## config.mk

```make
export PLATFORM = sky130hd
export DESIGN_NAME = usb_device_irq_routing
export DESIGN_NICKNAME = d
export VERILOG_FILES = /design/src/shared/usb_irq_pkg.sv /design/src/rtl/usb_frame_tick.sv /design/src/rtl/usb_irq_ahb_slave.sv /design/src/rtl/usb_device_irq_routing.sv
export SDC_FILE = /design/constraint.sdc
export NUM_CORES = 1
export LEC_CHECK = 0
export BUFFER_PORTS_ARGS = -buffer_cell sky130_fd_sc_hd__buf_2
export CORE_MARGIN = 1.5
export CORE_UTILIZATION = 48
export CTS_CLUSTER_SIZE = 20
export DETAILED_ROUTE_END_ITERATION = 7
export GPL_TIMING_DRIVEN = 0
export HOLD_SLACK_MARGIN = 0.02
export PLACE_DENSITY = 0.76
export SETUP_SLACK_MARGIN = 0.2
export SYNTH_ARGS = -nofsm -noshare
export SYNTH_HDL_FRONTEND = slang
export SYNTH_SLANG_ARGS = --single-unit
```

## constraint.sdc

```tcl
create_clock -name clock -period 1.8 [get_ports clock]
set_input_delay 0.18 -clock clock [delete_from_list [all_inputs] [get_ports clock]]
set_output_delay 0.18 -clock clock [all_outputs]
set_load 0.02 [all_outputs]
```

## src/shared/usb_irq_pkg.sv

```systemverilog
// package: register map, field layout and timing for device interrupt routing
// Functional notes
// A status bit raises an interrupt line only while its enable bit is one.
// Enabled interrupts go to the low-priority line unless priority selects otherwise.
// Writing one to a clear bit clears that status bit; zero leaves it alone.
// Writing one to a force bit sets that status bit; zero does nothing.
// Priority bit 0 sends the frame interrupt to the high line when one, else low.
// Priority bit 1 sends the fast-endpoint interrupt to the high line; resets to zero.
// With both priority bits one, nothing is routed to the high-priority line.
// Software clears per-endpoint bits before clearing the slow or fast status bit.
// The enable register is read/write and resets to all zero.
// The priority register is write-only and reads do not return it.
// Software writes no ones to priority bits 7 to 2; reads of them are undefined.
// The status register is read-only; a bit reads one while its event is pending.
// The frame status bit is raised once every millisecond.
// The command-register-empty status bit resets to one.
// Each line is the OR of status bits enabled and routed to it, bits 9 to 0.
// A set event wins over a clear of the same bit in the same cycle.
package usb_irq_pkg;

	// ************************************************************
	// register byte addresses
	// ************************************************************
	localparam logic [31:0] STATUS_ADDR = 32'he010c200;
	localparam logic [31:0] ENABLE_ADDR = 32'he010c204;
	localparam logic [31:0] CLEAR_ADDR = 32'he010c208;
	localparam logic [31:0] FORCE_ADDR = 32'he010c20c;
	localparam logic [31:0] PRIORITY_ADDR = 32'he010c22c;
	localparam logic [31:0] LINE_STATUS_ADDR = 32'he010c2fc;

	// ************************************************************
	// field layout
	// ************************************************************
	localparam int EVENT_COUNT = 10;
	localparam int FRAME_BIT = 0;
	localparam int FAST_BIT = 1;
	localparam int SLOW_BIT = 2;
	localparam int BUS_STATE_BIT = 3;
	localparam int CMD_EMPTY_BIT = 4;
	localparam int PRIO_FRAME_BIT = 0;
	localparam int PRIO_FAST_BIT = 1;
	localparam int LINE_LOW_BIT = 0;
	localparam int LINE_HIGH_BIT = 1;

	// ************************************************************
	// reset values
	// ************************************************************
	localparam logic [9:0] STATUS_RESET = 10'h010;
	localparam logic [9:0] ENABLE_RESET = 10'h000;
	localparam logic [1:0] PRIORITY_RESET = 2'h0;

	// ************************************************************
	// timing
	// ************************************************************
	localparam int CLOCK_PERIOD_NS = 40;
	localparam int FRAME_PERIOD_NS = 1000000;
	localparam int FRAME_CYCLES = FRAME_PERIOD_NS / CLOCK_PERIOD_NS;

	// ************************************************************
	// carriers
	// ************************************************************
	typedef struct packed {
		logic write;
		logic [31:0] addr;
		logic [31:0] wdata;
	} bus_write_type;

	typedef struct packed {
		logic low;
		logic high;
	} irq_lines_type;

endpackage

```

## src/rtl/usb_frame_tick.sv

```systemverilog
// module: free-running frame period pulse generator
`timescale 1ns/1ns
`default_nettype none
module usb_frame_tick #(
	parameter int PERIOD_CYCLES = usb_irq_pkg::FRAME_CYCLES
) (
	// clock and reset
	input wire logic clock,
	input wire logic arst_n,
	// one-cycle pulse per period
	output logic tick
);

	logic [31:0] count;
	wire logic atEnd = (count == 32'(PERIOD_CYCLES - 1));

	// frame period count
	always_ff @(posedge clock or negedge arst_n) begin
		if (!arst_n) begin
			count <= 32'h0;
			tick <= 1'b0;
		end else begin
			count <= atEnd ? 32'h0 : count + 32'h1;
			tick <= atEnd;
		end
	end

endmodule
`default_nettype wire

```

## src/rtl/usb_irq_ahb_slave.sv

```systemverilog
// module: AHB-Lite slave front end, one wait state on reads
`timescale 1ns/1ns
`default_nettype none
module usb_irq_ahb_slave (
	// clock and reset
	input wire logic clock,
	input wire logic arst_n,
	// AHB-Lite
	input wire logic hsel,
	input wire logic [31:0] haddr,
	input wire logic [1:0] htrans,
	input wire logic hwrite,
	input wire logic [2:0] hsize,
	input wire logic [31:0] hwdata,
	input wire logic hready,
	output logic hreadyout,
	output logic hresp,
	output logic [31:0] hrdata,
	// register side
	output usb_irq_pkg::bus_write_type wr,
	output logic [31:0] rdAddr,
	input wire logic [31:0] rdValue
);

	typedef enum logic [3:0] {
		ST_IDLE = 4'b0001,
		ST_WRITE = 4'b0010,
		ST_READ_WAIT = 4'b0100,
		ST_READ_DONE = 4'b1000
	} slave_state_type;

	slave_state_type state;
	slave_state_type next_state;
	logic [31:0] addr;

	// only word transfers are supported; hsize is not checked
	wire logic take = hsel & hready & htrans[1];

	always_comb begin
		case (state)
			ST_READ_WAIT: next_state = ST_READ_DONE;
			ST_IDLE, ST_WRITE, ST_READ_DONE: begin
				if (take) begin
					next_state = hwrite ? ST_WRITE : ST_READ_WAIT;
				end else begin
					next_state = ST_IDLE;
				end
			end
			default: next_state = ST_IDLE;
		endcase
	end

	// read data registered one cycle after the address phase, so a
	// write just before it has already landed
	always_ff @(posedge clock or negedge arst_n) begin
		if (!arst_n) begin
			state <= ST_IDLE;
			addr <= 32'h0;
			hrdata <= 32'h0;
		end else begin
			state <= next_state;
			if (take) begin
				addr <= haddr;
			end
			if (state == ST_READ_WAIT) begin
				hrdata <= rdValue;
			end
		end
	end

	// reads stall one cycle while the read mux output is registered
	assign hreadyout = (state != ST_READ_WAIT);
	assign hresp = 1'b0;
	assign rdAddr = addr;
	assign wr.write = (state == ST_WRITE);
	assign wr.addr = addr;
	assign wr.wdata = hwdata;

endmodule
`default_nettype wire

```

## src/rtl/usb_device_irq_routing.sv

```systemverilog
// module: device interrupt status, enable, clear, force and priority routing
//
// Chosen here: register access over AHB-Lite.
`timescale 1ns/1ns
`default_nettype none
module usb_device_irq_routing #(
	parameter int FRAME_CYCLES = usb_irq_pkg::FRAME_CYCLES
) (
	// clock and reset
	input wire logic clock,
	input wire logic arst_n,

	// AHB-Lite register bus
	input wire logic hsel,
	input wire logic [31:0] haddr,
	input wire logic [1:0] htrans,
	input wire logic hwrite,
	input wire logic [2:0] hsize,
	input wire logic [31:0] hwdata,
	input wire logic hready,
	output logic hreadyout,
	output logic hresp,
	output logic [31:0] hrdata,

	// event pulses from the device engine, one bit per status bit
	input wire logic [9:0] eventPulse,

	// interrupt request lines
	output logic lowPriorityIrqLine,
	output logic highPriorityIrqLine,
	output logic usbIrq
);

	// ************************************************************
	// address decode helper
	// ************************************************************
	function automatic logic hit(input logic [31:0] a, input logic [31:0] offset);
		hit = (a == offset);
	endfunction

	// ************************************************************
	// bus front end
	// ************************************************************
	usb_irq_pkg::bus_write_type wr;
	logic [31:0] rdAddr;
	logic [31:0] rdValue;

	usb_irq_ahb_slave busSlave (
		.clock(clock),
		.arst_n(arst_n),
		.hsel(hsel),
		.haddr(haddr),
		.htrans(htrans),
		.hwrite(hwrite),
		.hsize(hsize),
		.hwdata(hwdata),
		.hready(hready),
		.hreadyout(hreadyout),
		.hresp(hresp),
		.hrdata(hrdata),
		.wr(wr),
		.rdAddr(rdAddr),
		.rdValue(rdValue)
	);

	// ************************************************************
	// frame period source
	// ************************************************************
	logic frameTick;

	usb_frame_tick #(
		.PERIOD_CYCLES(FRAME_CYCLES)
	) frameGen (
		.clock(clock),
		.arst_n(arst_n),
		.tick(frameTick)
	);

	// ************************************************************
	// write strobes
	// ************************************************************
	wire logic writeEnable = wr.write & hit(wr.addr, usb_irq_pkg::ENABLE_ADDR);
	wire logic writeClear = wr.write & hit(wr.addr, usb_irq_pkg::CLEAR_ADDR);
	wire logic writeForce = wr.write & hit(wr.addr, usb_irq_pkg::FORCE_ADDR);
	wire logic writePriority = wr.write & hit(wr.addr, usb_irq_pkg::PRIORITY_ADDR);

	// clear mask
	wire logic [9:0] clearMask = writeClear ? wr.wdata[9:0] : 10'h000;
	// force mask
	wire logic [9:0] forceMask = writeForce ? wr.wdata[9:0] : 10'h000;

	// frame tick joins the engine's own frame pulse
	wire logic [9:0] hwEvents = eventPulse | {9'h000, frameTick};

	// ************************************************************
	// status register
	// ************************************************************
	logic [9:0] status;
	logic [9:0] next_status;

	genvar i;
	generate
		for (i = 0; i < usb_irq_pkg::EVENT_COUNT; i++) begin : statusBit
			// set beats clear
			assign next_status[i] = hwEvents[i] | forceMask[i] |
				(status[i] & ~clearMask[i]);
		end
	endgenerate

	// command-empty resets high
	always_ff @(posedge clock or negedge arst_n) begin
		if (!arst_n) begin
			status <= usb_irq_pkg::STATUS_RESET;
		end else begin
			status <= next_status;
		end
	end

	// ************************************************************
	// enable register
	// ************************************************************
	logic [9:0] enable;

	// read/write, reset zero
	always_ff @(posedge clock or negedge arst_n) begin
		if (!arst_n) begin
			enable <= usb_irq_pkg::ENABLE_RESET;
		end else if (writeEnable) begin
			enable <= wr.wdata[9:0];
		end
	end

	// ************************************************************
	// priority register
	// ************************************************************
	logic [1:0] routeSel;

	// reserved bits 7:2 are dropped, not stored
	always_ff @(posedge clock or negedge arst_n) begin
		if (!arst_n) begin
			routeSel <= usb_irq_pkg::PRIORITY_RESET;
		end else if (writePriority) begin
			routeSel <= wr.wdata[1:0];
		end
	end

	// ************************************************************
	// routing
	// ************************************************************
	// frame to high line
	wire logic frameHigh = routeSel[usb_irq_pkg::PRIO_FRAME_BIT] &
		~routeSel[usb_irq_pkg::PRIO_FAST_BIT];
	// fast endpoint to high line
	wire logic fastHigh = routeSel[usb_irq_pkg::PRIO_FAST_BIT] &
		~routeSel[usb_irq_pkg::PRIO_FRAME_BIT];

	// both set routes nothing high; those two fall back to the low line
	logic [9:0] highMask;
	always_comb begin
		highMask = 10'h000;
		highMask[usb_irq_pkg::FRAME_BIT] = frameHigh;
		highMask[usb_irq_pkg::FAST_BIT] = fastHigh;
	end

	// gate by enable
	wire logic [9:0] active = status & enable;

	// everything not routed high goes low
	// each line is the OR of its routed bits
	wire logic lowReq = |(active & ~highMask);
	wire logic highReq = |(active & highMask);

	usb_irq_pkg::irq_lines_type lines;

	always_ff @(posedge clock or negedge arst_n) begin
		if (!arst_n) begin
			lines <= '0;
		end else begin
			lines.low <= lowReq;
			lines.high <= highReq;
		end
	end

	assign lowPriorityIrqLine = lines.low;
	assign highPriorityIrqLine = lines.high;
	assign usbIrq = lines.low | lines.high;

	// ************************************************************
	// read mux
	// ************************************************************
	// status read-only: writes to its address are ignored
	wire logic readStatus = hit(rdAddr, usb_irq_pkg::STATUS_ADDR);
	wire logic readEnable = hit(rdAddr, usb_irq_pkg::ENABLE_ADDR);
	wire logic readLines = hit(rdAddr, usb_irq_pkg::LINE_STATUS_ADDR);

	logic [31:0] lineWord;
	always_comb begin
		lineWord = 32'h0;
		lineWord[usb_irq_pkg::LINE_LOW_BIT] = lines.low;
		lineWord[usb_irq_pkg::LINE_HIGH_BIT] = lines.high;
	end

	// priority, clear and force read as zero
	assign rdValue = readStatus ? {22'h0, status} :
		readEnable ? {22'h0, enable} :
		readLines ? lineWord : 32'h0;

endmodule
`default_nettype wire

```

==> results of run 1 <==
## report_power, final
part           switching [mW]  internal (mW)
logic                   0.377          0.367
registers               0.148           2.45
clock network           0.827          0.549
total                    1.35           3.37
## synthesized netlist by cell type (3+ instances only)
master,count,area (um^2)
buf_4,23,173
inv_1,4,15.0
and3_1,4,25.0
nand2_1,24,90.1
or4_1,4,30.0
mux2i_1,19,190
nand2b_1,3,18.8
nor3_1,21,105
nand4_1,15,93.8
dfrtp_1,101,2530
xnor2_1,23,201
clkbuf_1,11,41.3
nand3_1,25,125
o21ai_1,8,40.0
nor2_1,36,135
nor2b_1,3,18.8
mux2_2,44,495
xor2_1,7,61.3
nor4_1,10,62.6
nor4_2,4,50.1
## state kept, by name, summed over array words and instances, names as in the netlist
signal / cells
highPriorityIrqLine: 1
busSlave.state: 4
busSlave.hrdata: 10
frameGen.tick: 1
lowPriorityIrqLine: 1
frameGen.count: 32
enable: 10
status: 10
busSlave.rdAddr: 32
routeSel: 2
## routing by layer
layer	up-vias	wire length [um]	GRT usage [%]
met5	-	0	0
met4	0	398	10.4
met3	39	810	3.65
met2	165	6850	41.7
met1	1973	5020	28.6
li1	1807	-	-
## cell type report
type	instances	area [um^2]	area share (%)
Multi-Input combinational cell	308	2780	40.2
Sequential cell	103	2600	37.6
Timing Repair Buffer	121	850	12.3
Buffer	36	314	4.55
Tap cell	133	166	2.41
Clock buffer	10	138	2.00
Clock inverter	6	43.8	0.635
Inverter	4	15.0	0.218
## per-stage QoR
step	instance area, um^2	total power [mW]	setup TNS (ns)
2_1_floorplan	5010	2.95	0
4_1_cts	6570	4.67	-0.700
5_1_grt	6900	4.91	-4.30
6_report	6900	4.72	-2.77
3_5_place_dp	5560	3.18	-5.75
3_3_place_gp	5530	3.15	-55.77
## worst reg2reg max path: cells and delay by family (launching register included)
family                 cells  cell delay (ns)
AND/OR/NAND/NOR            3             1.04
flip-flops                 1             0.42
AO/OA/AOI/OAI              1             0.12
buffers and inverters      2             0.35
## final timing paths
kind / endpoint / cells past startpoint
setup / recovery: busSlave.hrdata[6] / 6
hold / removal: busSlave.rdAddr[6] / 2
setup reg to reg: busSlave.hrdata[6] / 6
hold reg to reg: busSlave.hrdata[3] / 2
max in group asynchronous: status[4] / 3
min in group asynchronous: frameGen.count[3] / 2
## cells by family (layout without fill, tap and decap cells)
family | count (synthesis) | after routing | share of synthesized area [%]
compound gates | 25 | 25 | 3.36
buf+inv | 40 | 177 | 4.90
other cells | 1 | 23 | 0.0768
simple gates | 166 | 166 | 19.1
fa+ha+maj | 1 | 1 | 0.256
xor+xnor | 30 | 30 | 5.38
mux | 63 | 63 | 14.1
flops | 103 | 103 | 52.9
## repair_timing
item	CTS	global route
hold buffers	3	0
pin swaps	42	28
setup buffers	30	14
endpoints found under the setup margin	61	59
endpoints found under the hold margin	29	0
resized for setup	104	51
gates cloned	2	0
==> impl_metrics.py, run 1 <==
metrics = {
    "run_status": {
        "outcome": "finished, violations left",
        "violations": "negative setup slack",
    },
    "layout": {
        "final_cell_mix": "dfrtp_1, buf_2, buf_4",
        "post-route-util_pct": 70.2,
        "fill_cells": 652,
        "layout_commonest_cell": "dfrtp_1",
        "drive_gt1_share_pct": 51.4,
        "final_cells": 721,
        "diodes": 0,
        "area_growth_pct": 41.4,
        "fin_nets": 668,
    },
    "floorplan": {
        "dieHeight_um": 104,
        "start_util_pct": 49.7,
        "core_um2": 9820,
        "io_pins": 121,
        "fp-row-count": 36,
        "die_w_um": 104,
        "die-area_um2": 10800,
    },
    "clock_network": {
        "cts_tree": "done",
        "htree_levels": 3,
        "clock_sinks": 103,
        "cts_root_buf": "clkbuf_8",
        "cts_inserted_buffers": 9,
        "insertion_delay_ns": 0.38,
        "clkSlewWorstSetupHoldPaths_ns": 0.10,
        "clockBufferDepth": 2,
    },
    "global_routing": {
        "grt_max_degree": 77,
        "grt_pass1_vias": 3924,
        "grt_pass1_wl_um": 20100,
        "antenna_found_initial": 0,
        "grt_remaining_overflow": 0,
        "track_usage_pct": 23.7,
    },
    "yosys": {
        "synth_async_sr_flop_share_pct": 100,
        "synthFlopType": "dfrtp_1",
        "synth_cell_types": 48,
        "ys_ff_latch": 103,
        "syn_area_um2": 4880,
        "yosys_warnings": 0,
        "synth_cells": 429,
        "syn_area_per_cell_um2": 11.4,
        "synth_edf_count": 0,
        "ys_seq_area_share_pct": 52.9,
    },
    "sta": {
        "fin_crit_sh_pct": 111,
        "fin_worst_skew_ns": 0.0147,
        "max-slew-margin-rel_pct": 50.6,
        "post-route-worst-setup-slack_ns": -0.189,
        "worst_slew_pin_slew_ns": 0.741,
        "hold_ws_ns": 0.0335,
        "hold_viol": 0,
        "period_needed_ns": 1.99,
        "setup_violations": 22,
        "finalMaxSlewViolations": 0,
        "fmax_mhz": 503,
        "rsz0062_at_grt": "yes",
    },
    "routing": {
        "drc": 0,
        "drt-vias-per-instance": 5.53,
        "wl_um": 13100,
        "ant_nets": 0,
        "drt_first_pass_iters": 5,
        "drtIter0Drc": 183,
        "wire_per_inst_um": 18.1,
        "via_count": 3984,
    },
    "critical_path": {
        "worstPathArrival_ns": 2.30,
        "cp.required_ns": 2.11,
        "cp_max_fo": 8,
        "reg2reg_from": "busSlave.rdAddr[8]",
        "slowest_stage": "or4_4",
        "worstPathCellList": "nor4b_4 -> buf_4 -> nand4b_1 -> or4_4 -> buf_6 -> o21ai_1",
        "path_class": "reg2reg",
        "slowest_delay_ns": 0.49,
        "cp-start-kind": "flop",
        "critPathCaptureType": "flop",
        "critPathLaunch": "busSlave.rdAddr[8]",
        "cp_num_buf_inv": 2,
        "r2r_slack_ns": -0.19,
        "path_delay_family": "simple AND/OR/NAND/NOR gates",
    },
    "hold_path": {
        "hold_path.class": "in2reg",
        "hold_start": "haddr[6]",
    },
    "run": {
        "drv_cap": 0,
    },
    "placed_design": {
        "dp_cells": 656,
        "numPortBuffers": 71,
        "hpwl_um": 7310,
        "routabilityCongestion": 0.846,
        "pre_cts_ws_ns": -0.273,
    },
    "pwr": {
        "p_leak_nw": 3.23,
        "peakVddDrop_mv": 0.480,
        "p_per_area_nw_per_um2": 685,
    },
}
No activity file was read; power rests on OpenSTA's default activity.
==> run 2, diff against run 1 <==
- RECOVER_POWER: unset -> 50
==> run 2 against run 1 <==
Compared with the run above: the flow still finishes with violations (negative setup slack); cell count did not move; hold slack got worse by 0.0042 ns; total power barely moved; global-route usage did not move; sequential power barely moved; die area did not move; register-to-register slack barely moved; fmax fell by 0.17%; critical path type unchanged; largest cell class unchanged; highest routed layer unchanged.
==> impl_metrics.py, run 2 (synthesis gave the netlist of run 1 again) <==
metrics = {
    "run_status": {
        "outcome": "finished, violations left",
        "violations": "negative setup slack",
    },
    "routing": {
        "drt-vias-per-instance": 5.50,
        "wire_per_inst_um": 18.2,
        "drtIter0Drc": 173,
        "via_count": 3962,
        "drc": 0,
        "drt_first_pass_iters": 4,
        "ant_nets": 0,
        "wl_um": 13100,
    },
    "critical_path": {
        "path_class": "reg2reg",
        "slowest_stage": "or4_1",
        "cp-start-kind": "flop",
        "cp.required_ns": 2.11,
        "worstPathArrival_ns": 2.30,
        "slowest_delay_ns": 0.63,
        "critPathCaptureType": "flop",
        "cp_num_buf_inv": 1,
        "path_delay_family": "simple AND/OR/NAND/NOR gates",
        "cp_max_fo": 8,
        "worstPathCellList": "or4_1 -> or4_4 -> buf_6 -> o21ai_1",
    },
    "layout": {
        "diodes": 0,
        "fin_nets": 668,
        "post-route-util_pct": 70.0,
        "final_cell_mix": "dfrtp_1, buf_2, buf_4",
        "area_growth_pct": 40.9,
        "layout_commonest_cell": "dfrtp_1",
        "drive_gt1_share_pct": 51.2,
    },
    "placed_design": {
        "routabilityCongestion": 0.846,
        "numPortBuffers": 71,
        "hpwl_um": 7310,
    },
    "sta": {
        "finalMaxSlewViolations": 0,
        "finalSetupTns_ns": -2.74,
        "fmax_mhz": 502,
        "rsz0062_at_grt": "yes",
        "max-slew-margin-rel_pct": 48.8,
        "period_needed_ns": 1.99,
        "setup_violations": 21,
        "worst_slew_pin_slew_ns": 0.768,
        "fin_worst_skew_ns": 0.0144,
        "post-route-worst-setup-slack_ns": -0.192,
        "hold_viol": 0,
        "fin_crit_sh_pct": 111,
    },
    "pwr": {
        "p_leak_nw": 3.23,
        "p_per_area_nw_per_um2": 687,
        "peakVddDrop_mv": 0.485,
    },
    "clock_network": {
        "cts_inserted_buffers": 9,
        "cts_root_buf": "clkbuf_8",
        "htree_levels": 3,
        "clkSlewWorstSetupHoldPaths_ns": 0.10,
        "clock_sinks": 103,
        "clockBufferDepth": 2,
        "cts_tree": "done",
        "insertion_delay_ns": 0.38,
    },
    "run": {
        "drv_cap": 0,
    },
    "global_routing": {
        "grt_pass1_vias": 3924,
        "grt_pass1_wl_um": 20100,
        "grtUsageMet2_pct": 41.7,
        "grt_max_degree": 77,
        "grt_remaining_overflow": 0,
        "antenna_found_initial": 0,
        "use_met1_pct": 28.6,
        "top_usage_layer": "met2",
        "met3_usage_pct": 3.65,
        "track_usage_pct": 23.7,
    },
    "floorplan": {
        "die_w_um": 104,
        "fp-row-count": 36,
        "dieHeight_um": 104,
        "die-area_um2": 10800,
        "io_pins": 121,
        "start_util_pct": 49.7,
        "core_um2": 9820,
    },
    "hold_path": {
        "hold_path.class": "in2reg",
    },
}
-- run 2: cell count changes in the layout (fill, tap and decap cells not counted), sizes merged --
cell    previous run  this run
clkbuf            22        23
buf              142       141
-- run 2: layer usage --
| metal | share of wire (%) | wire [um] |
|---|---|---|
| met1 | 39 | 5180 |
| met2 | 53 | 6930 |
| met3 | 5.2 | 686 |
| met4 | 2.6 | 344 |
| met5 | 0 | 0 |
-- run 2: area by class of cell --
class                      instances  area, um^2
buffer                            36         314
clock buffer                      10         138
clock inverter                     6        43.8
fill                             657        2940
inverter                           4        15.0
multi-input combinational        308        2770
sequential                       103        2600
tap                              133         166
timing repair buffer             121         831
-- run 2: repair_timing --
item	in CTS	in global routing
cloned	2	0
hold buffers	3	0
setup buffers	30	14
resized for setup	104	51
hold endpoints to repair	29	0
pin swaps	42	28
endpoints found under the setup margin	61	59
-- run 2: through the flow --
step / hold WS [ns] / instance area [um^2] / worst slack (ns) / power (mW) / std cells
floorplan: -0.116 / 5010 / 0.0308 / 2.95 / 451
CTS: 0.0230 / 6570 / -0.0662 / 4.67 / 707
finish: 0.0293 / 6880 / -0.192 / 4.72 / 721
detailed placement: 0.139 / 5560 / -0.273 / 3.18 / 656
global placement: 0.348 / 5530 / -0.510 / 3.15 / 655
global route: 0.0182 / 6880 / -0.253 / 4.91 / 721
-- run 2: worst paths after layout --
check / slack [ns] / from / to / cells past startpoint
worst max-delay path: -0.19 / busSlave.rdAddr[0] / busSlave.hrdata[6] / 4
max in group asynchronous: 0.27 / arst_n / busSlave.rdAddr[3] / 3
worst min-delay path: 0.03 / haddr[6] / busSlave.rdAddr[6] / 2
worst min register to register: 0.49 / busSlave.hrdata[3] / busSlave.hrdata[3] / 2
min in group asynchronous: 0.37 / arst_n / frameGen.count[3] / 2
worst max register to register: -0.19 / busSlave.rdAddr[0] / busSlave.hrdata[6] / 4
-- run 2: power breakdown --
group | switching (mW) | total, mW | internal (mW)
clock | 0.830 | 1.38 | 0.549
combinational | 0.378 | 0.740 | 0.362
sequential | 0.149 | 2.60 | 2.45
total | 1.36 | 4.72 | 3.36
==> run 3, diff against run 2 <==
- CORE_UTILIZATION: 48 -> 53
- PLACE_DENSITY: 0.76 -> 0.79
- clock period: 1.8 -> 2.02 ns (I/O delays scaled with it)
==> run 3 against run 2 <==
Compared with the run above: clock skew rose by 0.00054 ns; critical path type unchanged; total power fell by 12%; clock power fell by 7%; fmax rose by 5.0%; sequential share of layout area rose by 4.5 points; the run ends with design-rule violations left; design area fell by 11%; cell count fell by 7.8%; die area fell by 9.2%.
==> impl_metrics.py, run 3 (synthesis gave the netlist of run 1 again) <==
metrics = {
    "placed_design": {
        "hpwl_um": 7500,
        "dpl-instance-area_um2": 5480,
        "routabilityCongestion": 0.842,
        "dp_cells": 631,
        "numPortBuffers": 71,
        "pre_cts_ws_ns": -0.165,
    },
    "clock_network": {
        "htree_levels": 3,
        "clock_sinks": 103,
        "cts_inserted_buffers": 9,
        "cts_root_buf": "clkbuf_8",
        "cts_tree": "done",
        "clockBufferDepth": 2,
        "insertion_delay_ns": 0.38,
        "clkSlewWorstSetupHoldPaths_ns": 0.12,
    },
    "pwr": {
        "peakVddDrop_mv": 0.393,
        "power_switching_mw": 1.21,
        "switching_share_pct": 29.2,
        "power.share.clock_pct": 31.1,
        "seq_power_share_pct": 55.8,
        "power.internal_mw": 2.94,
        "p_leak_nw": 2.80,
        "comb_power_share_pct": 13.1,
        "power_mw": 4.16,
        "p_per_area_nw_per_um2": 679,
    },
    "layout": {
        "postLayoutCellArea_um2": 6120,
        "drive_gt1_share_pct": 38.4,
        "layout_commonest_cell": "dfrtp_1",
        "area_growth_pct": 25.4,
        "final_cell_mix": "dfrtp_1, buf_2, mux2_2",
        "fin_nets": 637,
        "fill_cells": 640,
        "final_cells": 665,
        "diodes": 0,
    },
    "sta": {
        "fin_worst_skew_ns": 0.0149,
        "finalMaxSlewViolations": 0,
        "setup_violations": 0,
        "fin_crit_sh_pct": 93.9,
        "max-slew-margin-rel_pct": 17.5,
        "worst_slew_pin_slew_ns": 1.24,
        "period_needed_ns": 1.90,
        "hold_viol": 0,
        "hold_ws_ns": 0.0444,
        "rsz0062_at_grt": "yes",
        "post-route-worst-setup-slack_ns": 0.123,
        "fmax_mhz": 527,
    },
    "hold_path": {
        "hold_path.class": "in2reg",
        "hold_depth": 2,
        "hold_start": "haddr[11]",
        "hold_path_end": "busSlave.rdAddr[11]",
    },
    "critical_path": {
        "ff2ff_path_depth": 6,
        "reg2reg_from": "busSlave.rdAddr[8]",
        "r2r_slack_ns": 0.12,
        "cp_max_fo": 10,
        "worstPathArrival_ns": 2.16,
        "r2r_end": "enable[9]",
        "cp.required_ns": 2.28,
        "cp-start-kind": "flop",
        "critPathCaptureType": "flop",
        "path_class": "reg2reg",
    },
    "global_routing": {
        "track_usage_pct": 23.7,
        "antenna_found_initial": 1,
        "grt_pass1_vias": 3732,
        "grt_pass1_wl_um": 18200,
        "grt_remaining_overflow": 0,
        "grt_max_degree": 57,
    },
    "run": {
        "drv_cap": 0,
    },
    "routing": {
        "via_count": 3725,
        "wl_um": 11400,
        "drt-vias-per-instance": 5.60,
        "ant_nets": 0,
        "wire_per_inst_um": 17.1,
        "drt_first_pass_iters": 7,
        "drc": 12,
        "drtIter0Drc": 176,
    },
    "floorplan": {
        "io_pins": 121,
        "core_um2": 8810,
        "dieHeight_um": 99.0,
        "fp-row-count": 34,
        "die-area_um2": 9790,
        "start_util_pct": 55.4,
        "die_w_um": 99.0,
    },
    "run_status": {
        "outcome": "finished, violations left",
        "violations": "design-rule violations",
    },
}
## run 3: area by class of cell
| cell class | instances | area [um^2] | share of cell area [%] |
|---|---|---|---|
| Sequential cell | 103 | 2590 | 42.3 |
| Multi-Input combinational cell | 308 | 2390 | 39.0 |
| Timing Repair Buffer | 90 | 528 | 8.63 |
| Buffer | 36 | 269 | 4.40 |
| Tap cell | 108 | 135 | 2.21 |
| Clock buffer | 9 | 124 | 2.02 |
| Clock inverter | 7 | 72.6 | 1.19 |
| Inverter | 4 | 15.0 | 0.245 |
## run 3: power groups by stage
stage | clock, mW | sequential, mW | combinational (mW)
after detailed placement | 0 | 2.32 | 0.498
after CTS | 1.31 | 2.30 | 0.515
final | 1.29 | 2.32 | 0.545
after floorplan | 0 | 2.29 | 0.328
after global placement | 0 | 2.31 | 0.474
after global routing | 1.41 | 2.34 | 0.593
## run 3: metal layers
layer,wire length [um],share of wire (%),track usage (%),vias up
li1,-,-,-,1738
met1,4750,42,30.0,1835
met2,5820,51,41.1,130
met3,620,5.5,5.46,20
met4,159,1.4,6.37,2
met5,15,0.13,0,-
## run 3: metrics by stage
stage / TNS [ns] / utilization, %
global placement: -30.47 / 61.9
detailed placement: -2.05 / 62.3
floorplan: 0 / -
finish: 0 / 69.5
CTS: 0 / 67.3
global route: 0 / 69.5
## run 3: what timing repair did
| item | CTS | global route |
|---|---|---|
| buffers inserted | 7 | 8 |
| endpoints found under the hold margin | 46 | 0 |
| resized for setup | 32 | 40 |
| hold buffers | 2 | 0 |
| cloned | 1 | 0 |
| endpoints found under the setup margin | 56 | 54 |
| pin swaps | 15 | 12 |
## run 3: worst max path at each step
| stage | from | endpoint | slack, ns | cells after the start |
|---|---|---|---|---|
| floorplan | busSlave.rdAddr[8] | enable[0] | 0.21 | 4 |
| global placement | arst_n | frameGen.count[14] | -0.29 | 1 |
| detailed placement | busSlave.rdAddr[8] | enable[3] | -0.17 | 4 |
| CTS | busSlave.rdAddr[18] | busSlave.hrdata[7] | 0.13 | 6 |
| global route | busSlave.rdAddr[17] | enable[9] | 0.07 | 6 |
| finish | busSlave.rdAddr[8] | enable[9] | 0.12 | 6 |
## run 3: worst max-delay path, stage by stage (launching register included)
cell and delay, ns:
dfrtp_1 0.42, nor4b_4 0.38, nand4_1 0.14, buf_4 0.18, nor3_4 0.16, buf_12 0.16
mux2_2 0.34
